==> src/hdl/umcc_map.svh <==
`ifndef UMCC_MAP_SVH
`define UMCC_MAP_SVH
// Register offsets on the plain register port
`define UMCC_ADDR_FIFO_CONTROL 4'h2
`define UMCC_ADDR_LINE_CONTROL 4'h3
`define UMCC_ADDR_ENHANCED 4'h4
`define UMCC_ADDR_ADDITIONAL 4'h5
`define UMCC_ADDR_INDEX 4'h6
`define UMCC_ADDR_INDEXED_DATA 4'h7
`define UMCC_ADDR_RX_FILL 4'h8
`define UMCC_ADDR_TX_FILL 4'h9
`define UMCC_ADDR_DIVISOR_LO 4'ha
`define UMCC_ADDR_DIVISOR_HI 4'hb
`define UMCC_ADDR_MODE_STATUS 4'hc
// Indexed register space offsets
`define UMCC_IDX_ADD_CTL 8'h00
`define UMCC_IDX_CLK_SEL 8'h02
`define UMCC_IDX_OVS_CNT 8'h03
`define UMCC_IDX_PRESCALE 8'h01
`define UMCC_IDX_RX_TRIG 8'h04
`define UMCC_IDX_FLOW_LO 8'h05
`define UMCC_IDX_FLOW_HI 8'h06
// Field positions
`define UMCC_FIFO_CTL_ENABLE 0
`define UMCC_FIFO_CTL_SIZE 5
`define UMCC_LINE_CTL_DIV_ACCESS 7
`define UMCC_ENH_FEAT_ENH 4
`define UMCC_ADD_CTL_TRIG 5
// Reset values and special codes
`define UMCC_PRESCALE_RESET 8'h20
`define UMCC_OVS_CNT_RESET 8'h00
`define UMCC_CLK_SEL_RESET 8'h00
`define UMCC_ADD_CTL_RESET 8'h00
`define UMCC_LINE_CTL_RESET 8'h00
`define UMCC_LINE_CTL_ENH_KEY 8'hbf
`define UMCC_DIV_RESET 16'h0001
`define UMCC_OVS_DEFAULT 5'h10
`define UMCC_OVS_MIN 4'h4
`define UMCC_FIFO_CTL_IGNORE_MASK 8'h0f
`endif

==> src/hdl/umcc_pkg.sv <==
package umcc_pkg;
	typedef logic [7:0] umcc_byte_t;
	typedef logic [3:0] umcc_addr_t;
	typedef logic [7:0] umcc_depth_t;
	typedef enum logic [5:0] {
		UMCC_MODE_450 = 6'h01,
		UMCC_MODE_550 = 6'h02,
		UMCC_MODE_X550 = 6'h04,
		UMCC_MODE_650 = 6'h08,
		UMCC_MODE_750 = 6'h10,
		UMCC_MODE_950 = 6'h20
	} umcc_mode_e;
endpackage

==> src/hdl/umcc_prescaler.sv <==
`timescale 1ns/1ps
`include "umcc_map.svh"
// Fractional M+N/8 clock divider producing one-cycle enable pulses
module umcc_prescaler (
	input wire logic mclk,
	input wire logic reset,
	input wire logic [7:0] ratio,
	output logic tick
);
	import umcc_pkg::*;
	logic [8:0] acc_q;
	logic [8:0] acc_d;
	logic tick_q;
	logic tick_d;
	logic [8:0] step;
	logic [8:0] next_acc;

	// Ratio in eighths; M of zero gives a ratio of exactly one, N ignored, so the divider never stalls
	always_comb begin
		step = (ratio[7:3] == 5'h00) ? 9'h008 : {1'b0, ratio};
		next_acc = acc_q + 9'h008;
		acc_d = next_acc;
		tick_d = 1'b0;
		if (next_acc >= step) begin
			acc_d = next_acc - step;
			tick_d = 1'b1;
		end
	end

	always_ff @(posedge mclk) begin
		if (reset) begin
			acc_q <= 9'h000;
			tick_q <= 1'b0;
		end else begin
			acc_q <= acc_d;
			tick_q <= tick_d;
		end
	end

	assign tick = tick_q;
endmodule

==> src/hdl/umcc_config.sv <==
`timescale 1ns/1ps
`include "umcc_map.svh"
module umcc_config (
	input wire logic mclk,
	input wire logic reset,
	input wire umcc_pkg::umcc_addr_t reg_addr,
	input wire umcc_pkg::umcc_byte_t reg_wdata,
	input wire logic reg_write,
	input wire logic reg_read,
	output umcc_pkg::umcc_byte_t reg_rdata,
	input wire logic depth_select_pin,
	input wire umcc_pkg::umcc_byte_t rx_fill_level,
	input wire umcc_pkg::umcc_byte_t tx_fill_level,
	input wire logic ring_ind_in,
	input wire logic data_set_ready_in,
	output umcc_pkg::umcc_depth_t fifo_depth,
	output umcc_pkg::umcc_mode_e uart_mode,
	output logic legacy_extras_en,
	output logic extended_en,
	output logic arb_trigger_en,
	output umcc_pkg::umcc_byte_t fifo_ctl_eff,
	output umcc_pkg::umcc_byte_t rx_trigger_level,
	output umcc_pkg::umcc_byte_t flow_low_threshold,
	output umcc_pkg::umcc_byte_t flow_high_threshold,
	output logic [4:0] sample_count,
	output logic sample_tick,
	output logic tx_bit_tick,
	output logic rx_bit_tick,
	output logic tx_clk_out,
	output logic tx_clk_out_en
);
	import umcc_pkg::*;

	logic [7:0] fctl_q, fctl_d;
	logic [7:0] lctl_q, lctl_d;
	logic [7:0] efeat_q, efeat_d;
	logic [7:0] actl_q, actl_d;
	logic [7:0] idx_q, idx_d;
	logic [7:0] psc_q, psc_d;
	logic [7:0] ovsr_q, ovsr_d;
	logic [7:0] csel_q, csel_d;
	logic [7:0] rtrig_q, rtrig_d;
	logic [7:0] flo_q, flo_d;
	logic [7:0] fhi_q, fhi_d;
	logic [15:0] div_q, div_d;
	logic [7:0] rdata_q, rdata_d;
	logic [7:0] depth_q, depth_d;
	umcc_mode_e mode_q, mode_d;
	logic legacy_q, legacy_d;
	logic ext_q, ext_d;
	logic arb_q, arb_d;
	logic [7:0] fce_q, fce_d;
	logic [4:0] ovs_q, ovs_d;
	logic [15:0] divc_q, divc_d;
	logic [4:0] tsc_q, tsc_d;
	logic [4:0] rsc_q, rsc_d;
	logic [15:0] tdiv_q, tdiv_d;
	logic [15:0] rdiv_q, rdiv_d;
	logic samp_q, samp_d;
	logic txb_q, txb_d;
	logic rxb_q, rxb_d;
	logic ri_q, dsr_q;
	logic tck_q, tck_d;
	logic tcken_q, tcken_d;
	logic presc_tick;
	logic ext_tx, ext_rx, tx_edge, rx_edge;

	// Fractional prescaler on the system clock
	umcc_prescaler u_presc (
		.mclk(mclk),
		.reset(reset),
		.ratio(psc_q),
		.tick(presc_tick)
	);

	// Register writes and read data
	always_comb begin
		fctl_d = fctl_q;
		lctl_d = lctl_q;
		efeat_d = efeat_q;
		actl_d = actl_q;
		idx_d = idx_q;
		psc_d = psc_q;
		ovsr_d = ovsr_q;
		csel_d = csel_q;
		rtrig_d = rtrig_q;
		flo_d = flo_q;
		fhi_d = fhi_q;
		div_d = div_q;
		rdata_d = 8'h00;
		if (reg_write) begin
			case (reg_addr)
				`UMCC_ADDR_FIFO_CONTROL: begin
					fctl_d = reg_wdata;
					// Size bit guarded by divisor access
					if (!lctl_q[`UMCC_LINE_CTL_DIV_ACCESS]) begin
						fctl_d[`UMCC_FIFO_CTL_SIZE] = fctl_q[`UMCC_FIFO_CTL_SIZE];
					end
				end
				`UMCC_ADDR_LINE_CONTROL: begin
					// Enhanced key sets divisor access only
					if (reg_wdata == `UMCC_LINE_CTL_ENH_KEY) begin
						lctl_d[`UMCC_LINE_CTL_DIV_ACCESS] = 1'b1;
					end else begin
						lctl_d = reg_wdata;
					end
				end
				`UMCC_ADDR_ENHANCED: efeat_d = reg_wdata;
				`UMCC_ADDR_ADDITIONAL: actl_d = reg_wdata;
				`UMCC_ADDR_INDEX: idx_d = reg_wdata;
				`UMCC_ADDR_DIVISOR_LO: div_d[7:0] = reg_wdata;
				`UMCC_ADDR_DIVISOR_HI: div_d[15:8] = reg_wdata;
				`UMCC_ADDR_INDEXED_DATA: begin
					case (idx_q)
						`UMCC_IDX_ADD_CTL: actl_d = reg_wdata;
						`UMCC_IDX_PRESCALE: psc_d = reg_wdata;
						`UMCC_IDX_CLK_SEL: csel_d = reg_wdata;
						`UMCC_IDX_OVS_CNT: ovsr_d = reg_wdata;
						`UMCC_IDX_RX_TRIG: rtrig_d = reg_wdata;
						`UMCC_IDX_FLOW_LO: flo_d = reg_wdata;
						`UMCC_IDX_FLOW_HI: fhi_d = reg_wdata;
						default: ;
					endcase
				end
				default: ;
			endcase
		end
		if (reg_read) begin
			case (reg_addr)
				`UMCC_ADDR_FIFO_CONTROL: rdata_d = fctl_q;
				`UMCC_ADDR_LINE_CONTROL: rdata_d = lctl_q;
				`UMCC_ADDR_ENHANCED: rdata_d = efeat_q;
				`UMCC_ADDR_ADDITIONAL: rdata_d = actl_q;
				`UMCC_ADDR_INDEX: rdata_d = idx_q;
				`UMCC_ADDR_DIVISOR_LO: rdata_d = div_q[7:0];
				`UMCC_ADDR_DIVISOR_HI: rdata_d = div_q[15:8];
				`UMCC_ADDR_RX_FILL: rdata_d = rx_fill_level;
				`UMCC_ADDR_TX_FILL: rdata_d = tx_fill_level;
				`UMCC_ADDR_MODE_STATUS: rdata_d = {1'b0, depth_select_pin, mode_q};
				`UMCC_ADDR_INDEXED_DATA: begin
					case (idx_q)
						`UMCC_IDX_ADD_CTL: rdata_d = actl_q;
						`UMCC_IDX_PRESCALE: rdata_d = psc_q;
						`UMCC_IDX_CLK_SEL: rdata_d = csel_q;
						`UMCC_IDX_OVS_CNT: rdata_d = ovsr_q;
						`UMCC_IDX_RX_TRIG: rdata_d = rtrig_q;
						`UMCC_IDX_FLOW_LO: rdata_d = flo_q;
						`UMCC_IDX_FLOW_HI: rdata_d = fhi_q;
						default: rdata_d = 8'h00;
					endcase
				end
				default: rdata_d = 8'h00;
			endcase
		end
	end

	// Mode and depth decode, registered so outputs are flop driven
	always_comb begin
		depth_d = 8'h01;
		mode_d = UMCC_MODE_450;
		if (!fctl_q[`UMCC_FIFO_CTL_ENABLE]) begin
			depth_d = 8'h01;
			mode_d = UMCC_MODE_450;
		end else if (efeat_q[`UMCC_ENH_FEAT_ENH]) begin
			depth_d = 8'h80;
			mode_d = (actl_q != `UMCC_ADD_CTL_RESET) ? UMCC_MODE_950 : UMCC_MODE_650;
		end else if (depth_select_pin) begin
			depth_d = 8'h80;
			mode_d = UMCC_MODE_X550;
		end else if (fctl_q[`UMCC_FIFO_CTL_SIZE]) begin
			depth_d = 8'h80;
			mode_d = UMCC_MODE_750;
		end else begin
			depth_d = 8'h10;
			mode_d = UMCC_MODE_550;
		end
		// Legacy extras gated by enhanced clear
		legacy_d = ~efeat_q[`UMCC_ENH_FEAT_ENH];
		// Extended set gated by enhanced bit
		ext_d = efeat_q[`UMCC_ENH_FEAT_ENH];
		// Arbitrary triggers mask FIFO control upper bits
		arb_d = efeat_q[`UMCC_ENH_FEAT_ENH] & actl_q[`UMCC_ADD_CTL_TRIG];
		fce_d = arb_d ? (fctl_q & `UMCC_FIFO_CTL_IGNORE_MASK) : fctl_q;
		// Values 0 to 3 mean sixteen samples
		if (ovsr_q[3:0] < `UMCC_OVS_MIN) begin
			ovs_d = `UMCC_OVS_DEFAULT;
		end else begin
			// Exact sample count 4 to 15
			ovs_d = {1'b0, ovsr_q[3:0]};
		end
	end

	// External clock edges; pins are taken as synchronous
	assign ext_tx = csel_q[0];
	assign ext_rx = csel_q[1];
	assign tx_edge = ring_ind_in & ~ri_q;
	assign rx_edge = data_set_ready_in & ~dsr_q;

	// Baud timing: prescaler tick, divisor, then oversampling count
	always_comb begin
		divc_d = divc_q;
		samp_d = 1'b0;
		tsc_d = tsc_q;
		rsc_d = rsc_q;
		tdiv_d = tdiv_q;
		rdiv_d = rdiv_q;
		txb_d = 1'b0;
		rxb_d = 1'b0;
		tck_d = tck_q;
		if (presc_tick) begin
			if (divc_q + 16'h0001 >= div_q) begin
				divc_d = 16'h0000;
				samp_d = 1'b1;
			end else begin
				divc_d = divc_q + 16'h0001;
			end
		end
		// Bit tick after the oversampling count of sample ticks, or of external clock edges when selected
		if (ext_tx ? tx_edge : samp_q) begin
			if (tsc_q + 5'h01 >= ovs_q) begin
				tsc_d = 5'h00;
				txb_d = 1'b1;
			end else begin
				tsc_d = tsc_q + 5'h01;
			end
		end
		if (ext_rx ? rx_edge : samp_q) begin
			if (rsc_q + 5'h01 >= ovs_q) begin
				rsc_d = 5'h00;
				rxb_d = 1'b1;
			end else begin
				rsc_d = rsc_q + 5'h01;
			end
		end
		// Transmit clock out toggles once per bit
		if (txb_d) begin
			tck_d = ~tck_q;
		end
		tcken_d = csel_q[2];
	end

	// State registers
	always_ff @(posedge mclk) begin
		if (reset) begin
			fctl_q <= 8'h00;
			lctl_q <= `UMCC_LINE_CTL_RESET;
			efeat_q <= 8'h00;
			actl_q <= `UMCC_ADD_CTL_RESET;
			idx_q <= 8'h00;
			psc_q <= `UMCC_PRESCALE_RESET;
			ovsr_q <= `UMCC_OVS_CNT_RESET;
			csel_q <= `UMCC_CLK_SEL_RESET;
			rtrig_q <= 8'h00;
			flo_q <= 8'h00;
			fhi_q <= 8'h00;
			div_q <= `UMCC_DIV_RESET;
			rdata_q <= 8'h00;
			depth_q <= 8'h01;
			mode_q <= UMCC_MODE_450;
			legacy_q <= 1'b1;
			ext_q <= 1'b0;
			arb_q <= 1'b0;
			fce_q <= 8'h00;
			ovs_q <= `UMCC_OVS_DEFAULT;
			divc_q <= 16'h0000;
			tsc_q <= 5'h00;
			rsc_q <= 5'h00;
			tdiv_q <= 16'h0000;
			rdiv_q <= 16'h0000;
			samp_q <= 1'b0;
			txb_q <= 1'b0;
			rxb_q <= 1'b0;
			ri_q <= 1'b0;
			dsr_q <= 1'b0;
			tck_q <= 1'b0;
			tcken_q <= 1'b0;
		end else begin
			fctl_q <= fctl_d;
			lctl_q <= lctl_d;
			efeat_q <= efeat_d;
			actl_q <= actl_d;
			idx_q <= idx_d;
			psc_q <= psc_d;
			ovsr_q <= ovsr_d;
			csel_q <= csel_d;
			rtrig_q <= rtrig_d;
			flo_q <= flo_d;
			fhi_q <= fhi_d;
			div_q <= div_d;
			rdata_q <= rdata_d;
			depth_q <= depth_d;
			mode_q <= mode_d;
			legacy_q <= legacy_d;
			ext_q <= ext_d;
			arb_q <= arb_d;
			fce_q <= fce_d;
			ovs_q <= ovs_d;
			divc_q <= divc_d;
			tsc_q <= tsc_d;
			rsc_q <= rsc_d;
			tdiv_q <= tdiv_d;
			rdiv_q <= rdiv_d;
			samp_q <= samp_d;
			txb_q <= txb_d;
			rxb_q <= rxb_d;
			ri_q <= ring_ind_in;
			dsr_q <= data_set_ready_in;
			tck_q <= tck_d;
			tcken_q <= tcken_d;
		end
	end

	// Outputs straight from flops
	assign reg_rdata = rdata_q;
	assign fifo_depth = depth_q;
	assign uart_mode = mode_q;
	assign legacy_extras_en = legacy_q;
	assign extended_en = ext_q;
	assign arb_trigger_en = arb_q;
	assign fifo_ctl_eff = fce_q;
	assign rx_trigger_level = rtrig_q;
	assign flow_low_threshold = flo_q;
	assign flow_high_threshold = fhi_q;
	assign sample_count = ovs_q;
	assign sample_tick = samp_q;
	assign tx_bit_tick = txb_q;
	assign rx_bit_tick = rxb_q;
	assign tx_clk_out = tck_q;
	assign tx_clk_out_en = tcken_q;
endmodule

==> config.mk <==
export PLATFORM = sky130hd
export DESIGN_NAME = umcc_config
export DESIGN_NICKNAME = d
export VERILOG_FILES = /design/src/hdl/umcc_pkg.sv /design/src/hdl/umcc_prescaler.sv /design/src/hdl/umcc_config.sv
export VERILOG_INCLUDE_DIRS = /design/src /design/src/hdl
export SDC_FILE = /design/constraint.sdc
export NUM_CORES = 1
export LEC_CHECK = 0
export BUFFER_PORTS_ARGS = -buffer_cell sky130_fd_sc_hd__buf_2
export CORE_MARGIN = 1
export CORE_UTILIZATION = 40
export CTS_CLUSTER_SIZE = 10
export DETAILED_ROUTE_END_ITERATION = 8
export GPL_TIMING_DRIVEN = 0
export PLACE_DENSITY = 0.56
export SLEW_MARGIN = 20
export SYNTH_ARGS = -nofsm -noshare
export SYNTH_HDL_FRONTEND = slang
export SYNTH_SLANG_ARGS = --single-unit
==> constraint.sdc <==
create_clock -name mclk -period 3.15 [get_ports mclk]
set_clock_uncertainty 0.1 [all_clocks]
set_input_delay 0.1575 -clock mclk [delete_from_list [all_inputs] [get_ports mclk]]
set_output_delay 0.1575 -clock mclk [all_outputs]
set_load 0.01 [all_outputs]
==> results_tabular.tex <==
\begin{tabular}{lr}
\hline
Metric & Value \\
\hline
\multicolumn{2}{l}{\textbf{Setup path}} \\
\quad Type of element capturing the critical path & register \\
\quad Required time of the critical path & between 3 and 4 ns \\
\quad Flop-to-flop setup slack & -0.01 ns \\
\quad Worst flop-to-flop path endpoint & divc\_q[3] \\
\quad Reg2Reg Depth & 13 \\
\quad Beginning of the worst register-to-register path & divc\_q[0] \\
\quad Critical path type & reg2reg \\
\quad Highest fanout seen on the critical path & 7 \\
\quad Arrival time reported for the critical path endpoint & approximately 3.4 ns \\
\quad Startpoint types & register \\
\quad Critical Path End & divc\_q[3] \\
\quad Worst setup startpoint & divc\_q[0] \\
\multicolumn{2}{l}{\textbf{Final layout}} \\
\quad Most common cell after layout, fill and taps aside & sky130\_fd\_sc\_hd\_\_dfxtp\_1 \\
\quad Area growth syn-to-layout & 19.1\% \\
\quad Ant. Diodes & 0 \\
\quad Share of post-route cells with drive strength above 1 & 0.196 \\
\quad Registers with the highest flip-flop counts & div\_q x16, divc\_q x16, u\_presc.acc\_q x9 \\
\quad Top library cells by usage in the layout, fill and taps aside & 168 x sky130\_fd\_sc\_hd\_\_dfxtp\_1, 141 x sky130\_fd\_sc\_hd\_\_nor2\_1, 120 x sky130\_fd\_sc\_hd\_\_mux2i\_1 \\
\quad Final \#Nets & $\sim$1,200 \\
\multicolumn{2}{l}{\textbf{Logic synthesis}} \\
\quad Combined area of all synthesized cells & a little over 9000 um2 \\
\quad Number of warning messages in the yosys log & 0 \\
\quad Main synth FF type & sky130\_fd\_sc\_hd\_\_dfxtp\_1 \\
\quad Yosys cell types & 78 \\
\quad Cell type with the largest total area after synthesis & sky130\_fd\_sc\_hd\_\_dfxtp\_1 \\
\quad Avg Synthesized Cell Area & 9.04 um2 \\
\quad Dominant cells by area after synthesis & sky130\_fd\_sc\_hd\_\_dfxtp\_1 39\%, sky130\_fd\_sc\_hd\_\_mux2i\_1 13\%, sky130\_fd\_sc\_hd\_\_nor2\_1 5.8\% \\
\quad Area share of the largest cell type after synthesis & 0.387 \\
\quad Async SR Flop Fraction & 0 \\
\quad Number of flops mapped to enable cells by yosys & 0 \\
\quad Share of the yosys chip area belonging to registers & 0.387 \\
\quad Cells after synthesis & around 1,000 \\
\quad Number of synthesized register bits & 178 \\
\multicolumn{2}{l}{\textbf{Route}} \\
\quad First-pass detailed-route iteration total & 5 \\
\quad Met3 WL & 1.53 mm \\
\quad Highest metal layer with signal wires & met4 \\
\quad Average routed wire per standard cell & 20.2 um \\
\quad Number of design rule violations left after detail routing & 0 \\
\quad Vias per inst & approximately 5.5 \\
\quad Final wirelength & between 20 and 30 mm \\
\quad Routed wl met2 & $\sim$13 mm \\
\quad Vias post-DR & about 8,000 \\
\quad Initial DRC Count & roughly 550 \\
\quad Post-route ant nets & 0 \\
\quad DRT met1 WL & roughly 14 mm \\
\multicolumn{2}{l}{\textbf{Place}} \\
\quad IO Port Bufs & 92 \\
\quad Post-Place Setup Slack & -0.376 ns \\
\quad Placer's final routability congestion estimate & between 0.9 and 1 \\
\quad Post-DP HPWL & around 21 mm \\
\multicolumn{2}{l}{\textbf{Die}} \\
\quad Overall die area & around 24,000 um2 \\
\quad Floorplan die height & about 150 um \\
\quad Starting density of the core & 0.408 \\
\quad Area of the core & $\sim$23,000 um2 \\
\quad X dimension of the die & about 150 um \\
\quad Standard-cell rows & 55 \\
\quad Total I/O pin count & between 100 and 150 \\
\multicolumn{2}{l}{\textbf{Timing}} \\
\quad Setup violators final & 1 \\
\quad Worst path setup slack after routing & -0.0127 ns \\
\quad Maximum achievable frequency & $\sim$320 MHz \\
\quad Post-layout min period & between 3 and 4 ns \\
\quad Unrepaired setup endpoints after global routing & true \\
\quad Tightest Pin Transition & 0.945 ns \\
\quad Max-slew headroom & 0.370 \\
\quad Final Cycle Share & 1.00 \\
\quad Final Max Tran Viols & 0 \\
\quad Final Hold Viols & 0 \\
\quad Worst hold margin & between 0.08 and 0.09 ns \\
\multicolumn{2}{l}{\textbf{GRT}} \\
\quad Vias in the first global route & between 7,000 and 8,000 \\
\quad Number of antenna violations at the first check in global routing & 0 \\
\quad GR Overflow Total & 0 \\
\quad Maximum number of pins on one net before global-route repair & 19 \\
\quad Wire length of the first global-routing pass & approximately 45 mm \\
\quad Global routing usage summed across all routing layers & 0.252 \\
\multicolumn{2}{l}{\textbf{Power}} \\
\quad Total power consumption of the routed design & approximately 5.5 mW \\
\quad Clk pwr share & 0.379 \\
\quad Relative contribution of sequential cells to total power & 0.427 \\
\quad Worst IR drop on VDD & between 300 and 400 uV \\
\quad Share of total power consumed by net switching & 0.311 \\
\quad Combinational share of power & 0.194 \\
\quad Power per cell area & 505 nW/um2 \\
\quad Total internal power & between 3 and 4 mW \\
\quad P\_sw & approximately 1.7 mW \\
\quad Leak Pwr & about 4.7 nW \\
\multicolumn{2}{l}{\textbf{Status}} \\
\quad Violated checks & negative setup slack \\
\quad Run status & finished with violations \\
\multicolumn{2}{l}{\textbf{CTS}} \\
\quad Clock-pin slew on the worst setup and hold paths & 0.08 ns \\
\quad Sinks on Clock Net & 178 \\
\quad Clock latency at the later pin of the worst-skew pair & 0.45 ns \\
\quad TritonCTS clock tree & built \\
\quad Max clock buf depth & 2 \\
\quad Depth of the CTS H-tree & 4 \\
\quad Cell at the root of the clock tree & sky130\_fd\_sc\_hd\_\_clkbuf\_16 \\
\quad Num CTS Buffers & 17 \\
\multicolumn{2}{l}{\textbf{Worst hold path}} \\
\quad Type of the most critical hold path & in2reg \\
\quad Number of cells on the worst hold path & 5 \\
\multicolumn{2}{l}{\textbf{Flow run}} \\
\quad \# Max-Cap Violations & 0 \\
\hline
\end{tabular}
==> worst max-delay path, cell delays in order (launching register included) <==
cell	delay [ns]
sky130_fd_sc_hd__dfxtp_4	0.39
sky130_fd_sc_hd__ha_4	0.16
sky130_fd_sc_hd__and3_4	0.22
sky130_fd_sc_hd__and3_4	0.20
sky130_fd_sc_hd__and2_4	0.16
sky130_fd_sc_hd__nand3_4	0.10
sky130_fd_sc_hd__xnor2_4	0.18
sky130_fd_sc_hd__ha_1	0.30
sky130_fd_sc_hd__nand4_1	0.18
sky130_fd_sc_hd__a2111oi_4	0.38
sky130_fd_sc_hd__a21o_4	0.25
sky130_fd_sc_hd__clkbuf_16	0.16
sky130_fd_sc_hd__o31ai_1	0.06
sky130_fd_sc_hd__a22o_1	0.22
==> final cells by class <==
| class | instances | area [um2] |
|---|---|---|
| Fill cell | 2230 | 11600 |
| Multi-Input combinational cell | 744 | 5320 |
| Sequential cell | 178 | 3580 |
| Timing Repair Buffer | 113 | 667 |
| Clock buffer | 18 | 429 |
| Tap cell | 285 | 357 |
| Buffer | 63 | 325 |
| Clock inverter | 14 | 139 |
| Inverter | 37 | 139 |
==> repair_timing <==
item,in CTS,in global routing
setup buffers,2,6
hold endpoints to repair,29,0
endpoints found under the setup margin,17,16
hold buffers,11,0
gates cloned,1,2
resized for setup,14,24
pin swaps,3,15
==> power by group through the flow <==
stage	clock, mW	sequential [mW]	combinational, mW
after floorplan	0	2.40	0.748
after global placement	0	2.41	1.01
after detailed placement	0	2.41	1.01
after CTS	2.13	2.36	1.03
after global routing	2.22	2.37	1.17
final	2.10	2.36	1.07
==> worst min-delay path by stage <==
stage	startpoint	endpoint
after global routing	tx_fill_level[1]	reg_rdata[1]
after floorplan	depth_select_pin	uart_mode[4]
after CTS	tx_fill_level[1]	reg_rdata[1]
after detailed placement	depth_select_pin	uart_mode[4]
after global placement	depth_select_pin	uart_mode[4]
final	tx_fill_level[1]	reg_rdata[1]
==> metrics by stage <==
| step | cell area (um2) | cells | TNS, ns | utilization |
|---|---|---|---|---|
| after floorplan | 9220 | 1022 | 0 | - |
| after global placement | 10000 | 1399 | -5.69 | 0.445 |
| after detailed placement | 10000 | 1399 | -5.59 | 0.445 |
| after CTS | 10800 | 1445 | 0 | 0.478 |
| after global routing | 11000 | 1452 | -1.01 | 0.485 |
| final | 11000 | 1452 | -0.0127 | 0.485 |
==> cell usage after synthesis, types with 11 or more instances <==
cell type	n
sky130_fd_sc_hd__inv_1	36
sky130_fd_sc_hd__a22o_1	12
sky130_fd_sc_hd__nor2_1	143
sky130_fd_sc_hd__and3_1	13
sky130_fd_sc_hd__o21ai_0	21
sky130_fd_sc_hd__dfxtp_1	178
sky130_fd_sc_hd__mux2_2	12
sky130_fd_sc_hd__a22oi_1	11
sky130_fd_sc_hd__buf_4	12
sky130_fd_sc_hd__mux2i_1	120
sky130_fd_sc_hd__nor3_1	12
sky130_fd_sc_hd__and2_1	13
sky130_fd_sc_hd__xor2_1	11
sky130_fd_sc_hd__nand2_1	67
sky130_fd_sc_hd__nand3_1	28
sky130_fd_sc_hd__nor2b_1	28
sky130_fd_sc_hd__clkbuf_1	33
sky130_fd_sc_hd__a21oi_1	36
sky130_fd_sc_hd__ha_1	38
sky130_fd_sc_hd__buf_2	14
sky130_fd_sc_hd__xnor2_1	18
==> cells by family after synthesis <==
logic type / after synthesis / share of synthesized area
muxes: 136 / 0.155
DFF: 178 / 0.387
xor gates and xnor gates: 29 / 0.0276
other: 1 / 0.000408
adders and majority gates: 39 / 0.0538
AOI/OAI and AO/OA: 177 / 0.136
buffers and inverters: 101 / 0.0509
and+or+nand+nor: 357 / 0.189
==> routing by layer <==
layer,up-vias,track usage
met3,49,0.0468
met2,234,0.392
met4,0,0.0971
li1,3872,-
met5,-,0
met1,3815,0.344
(Power assumes the default switching activity.)
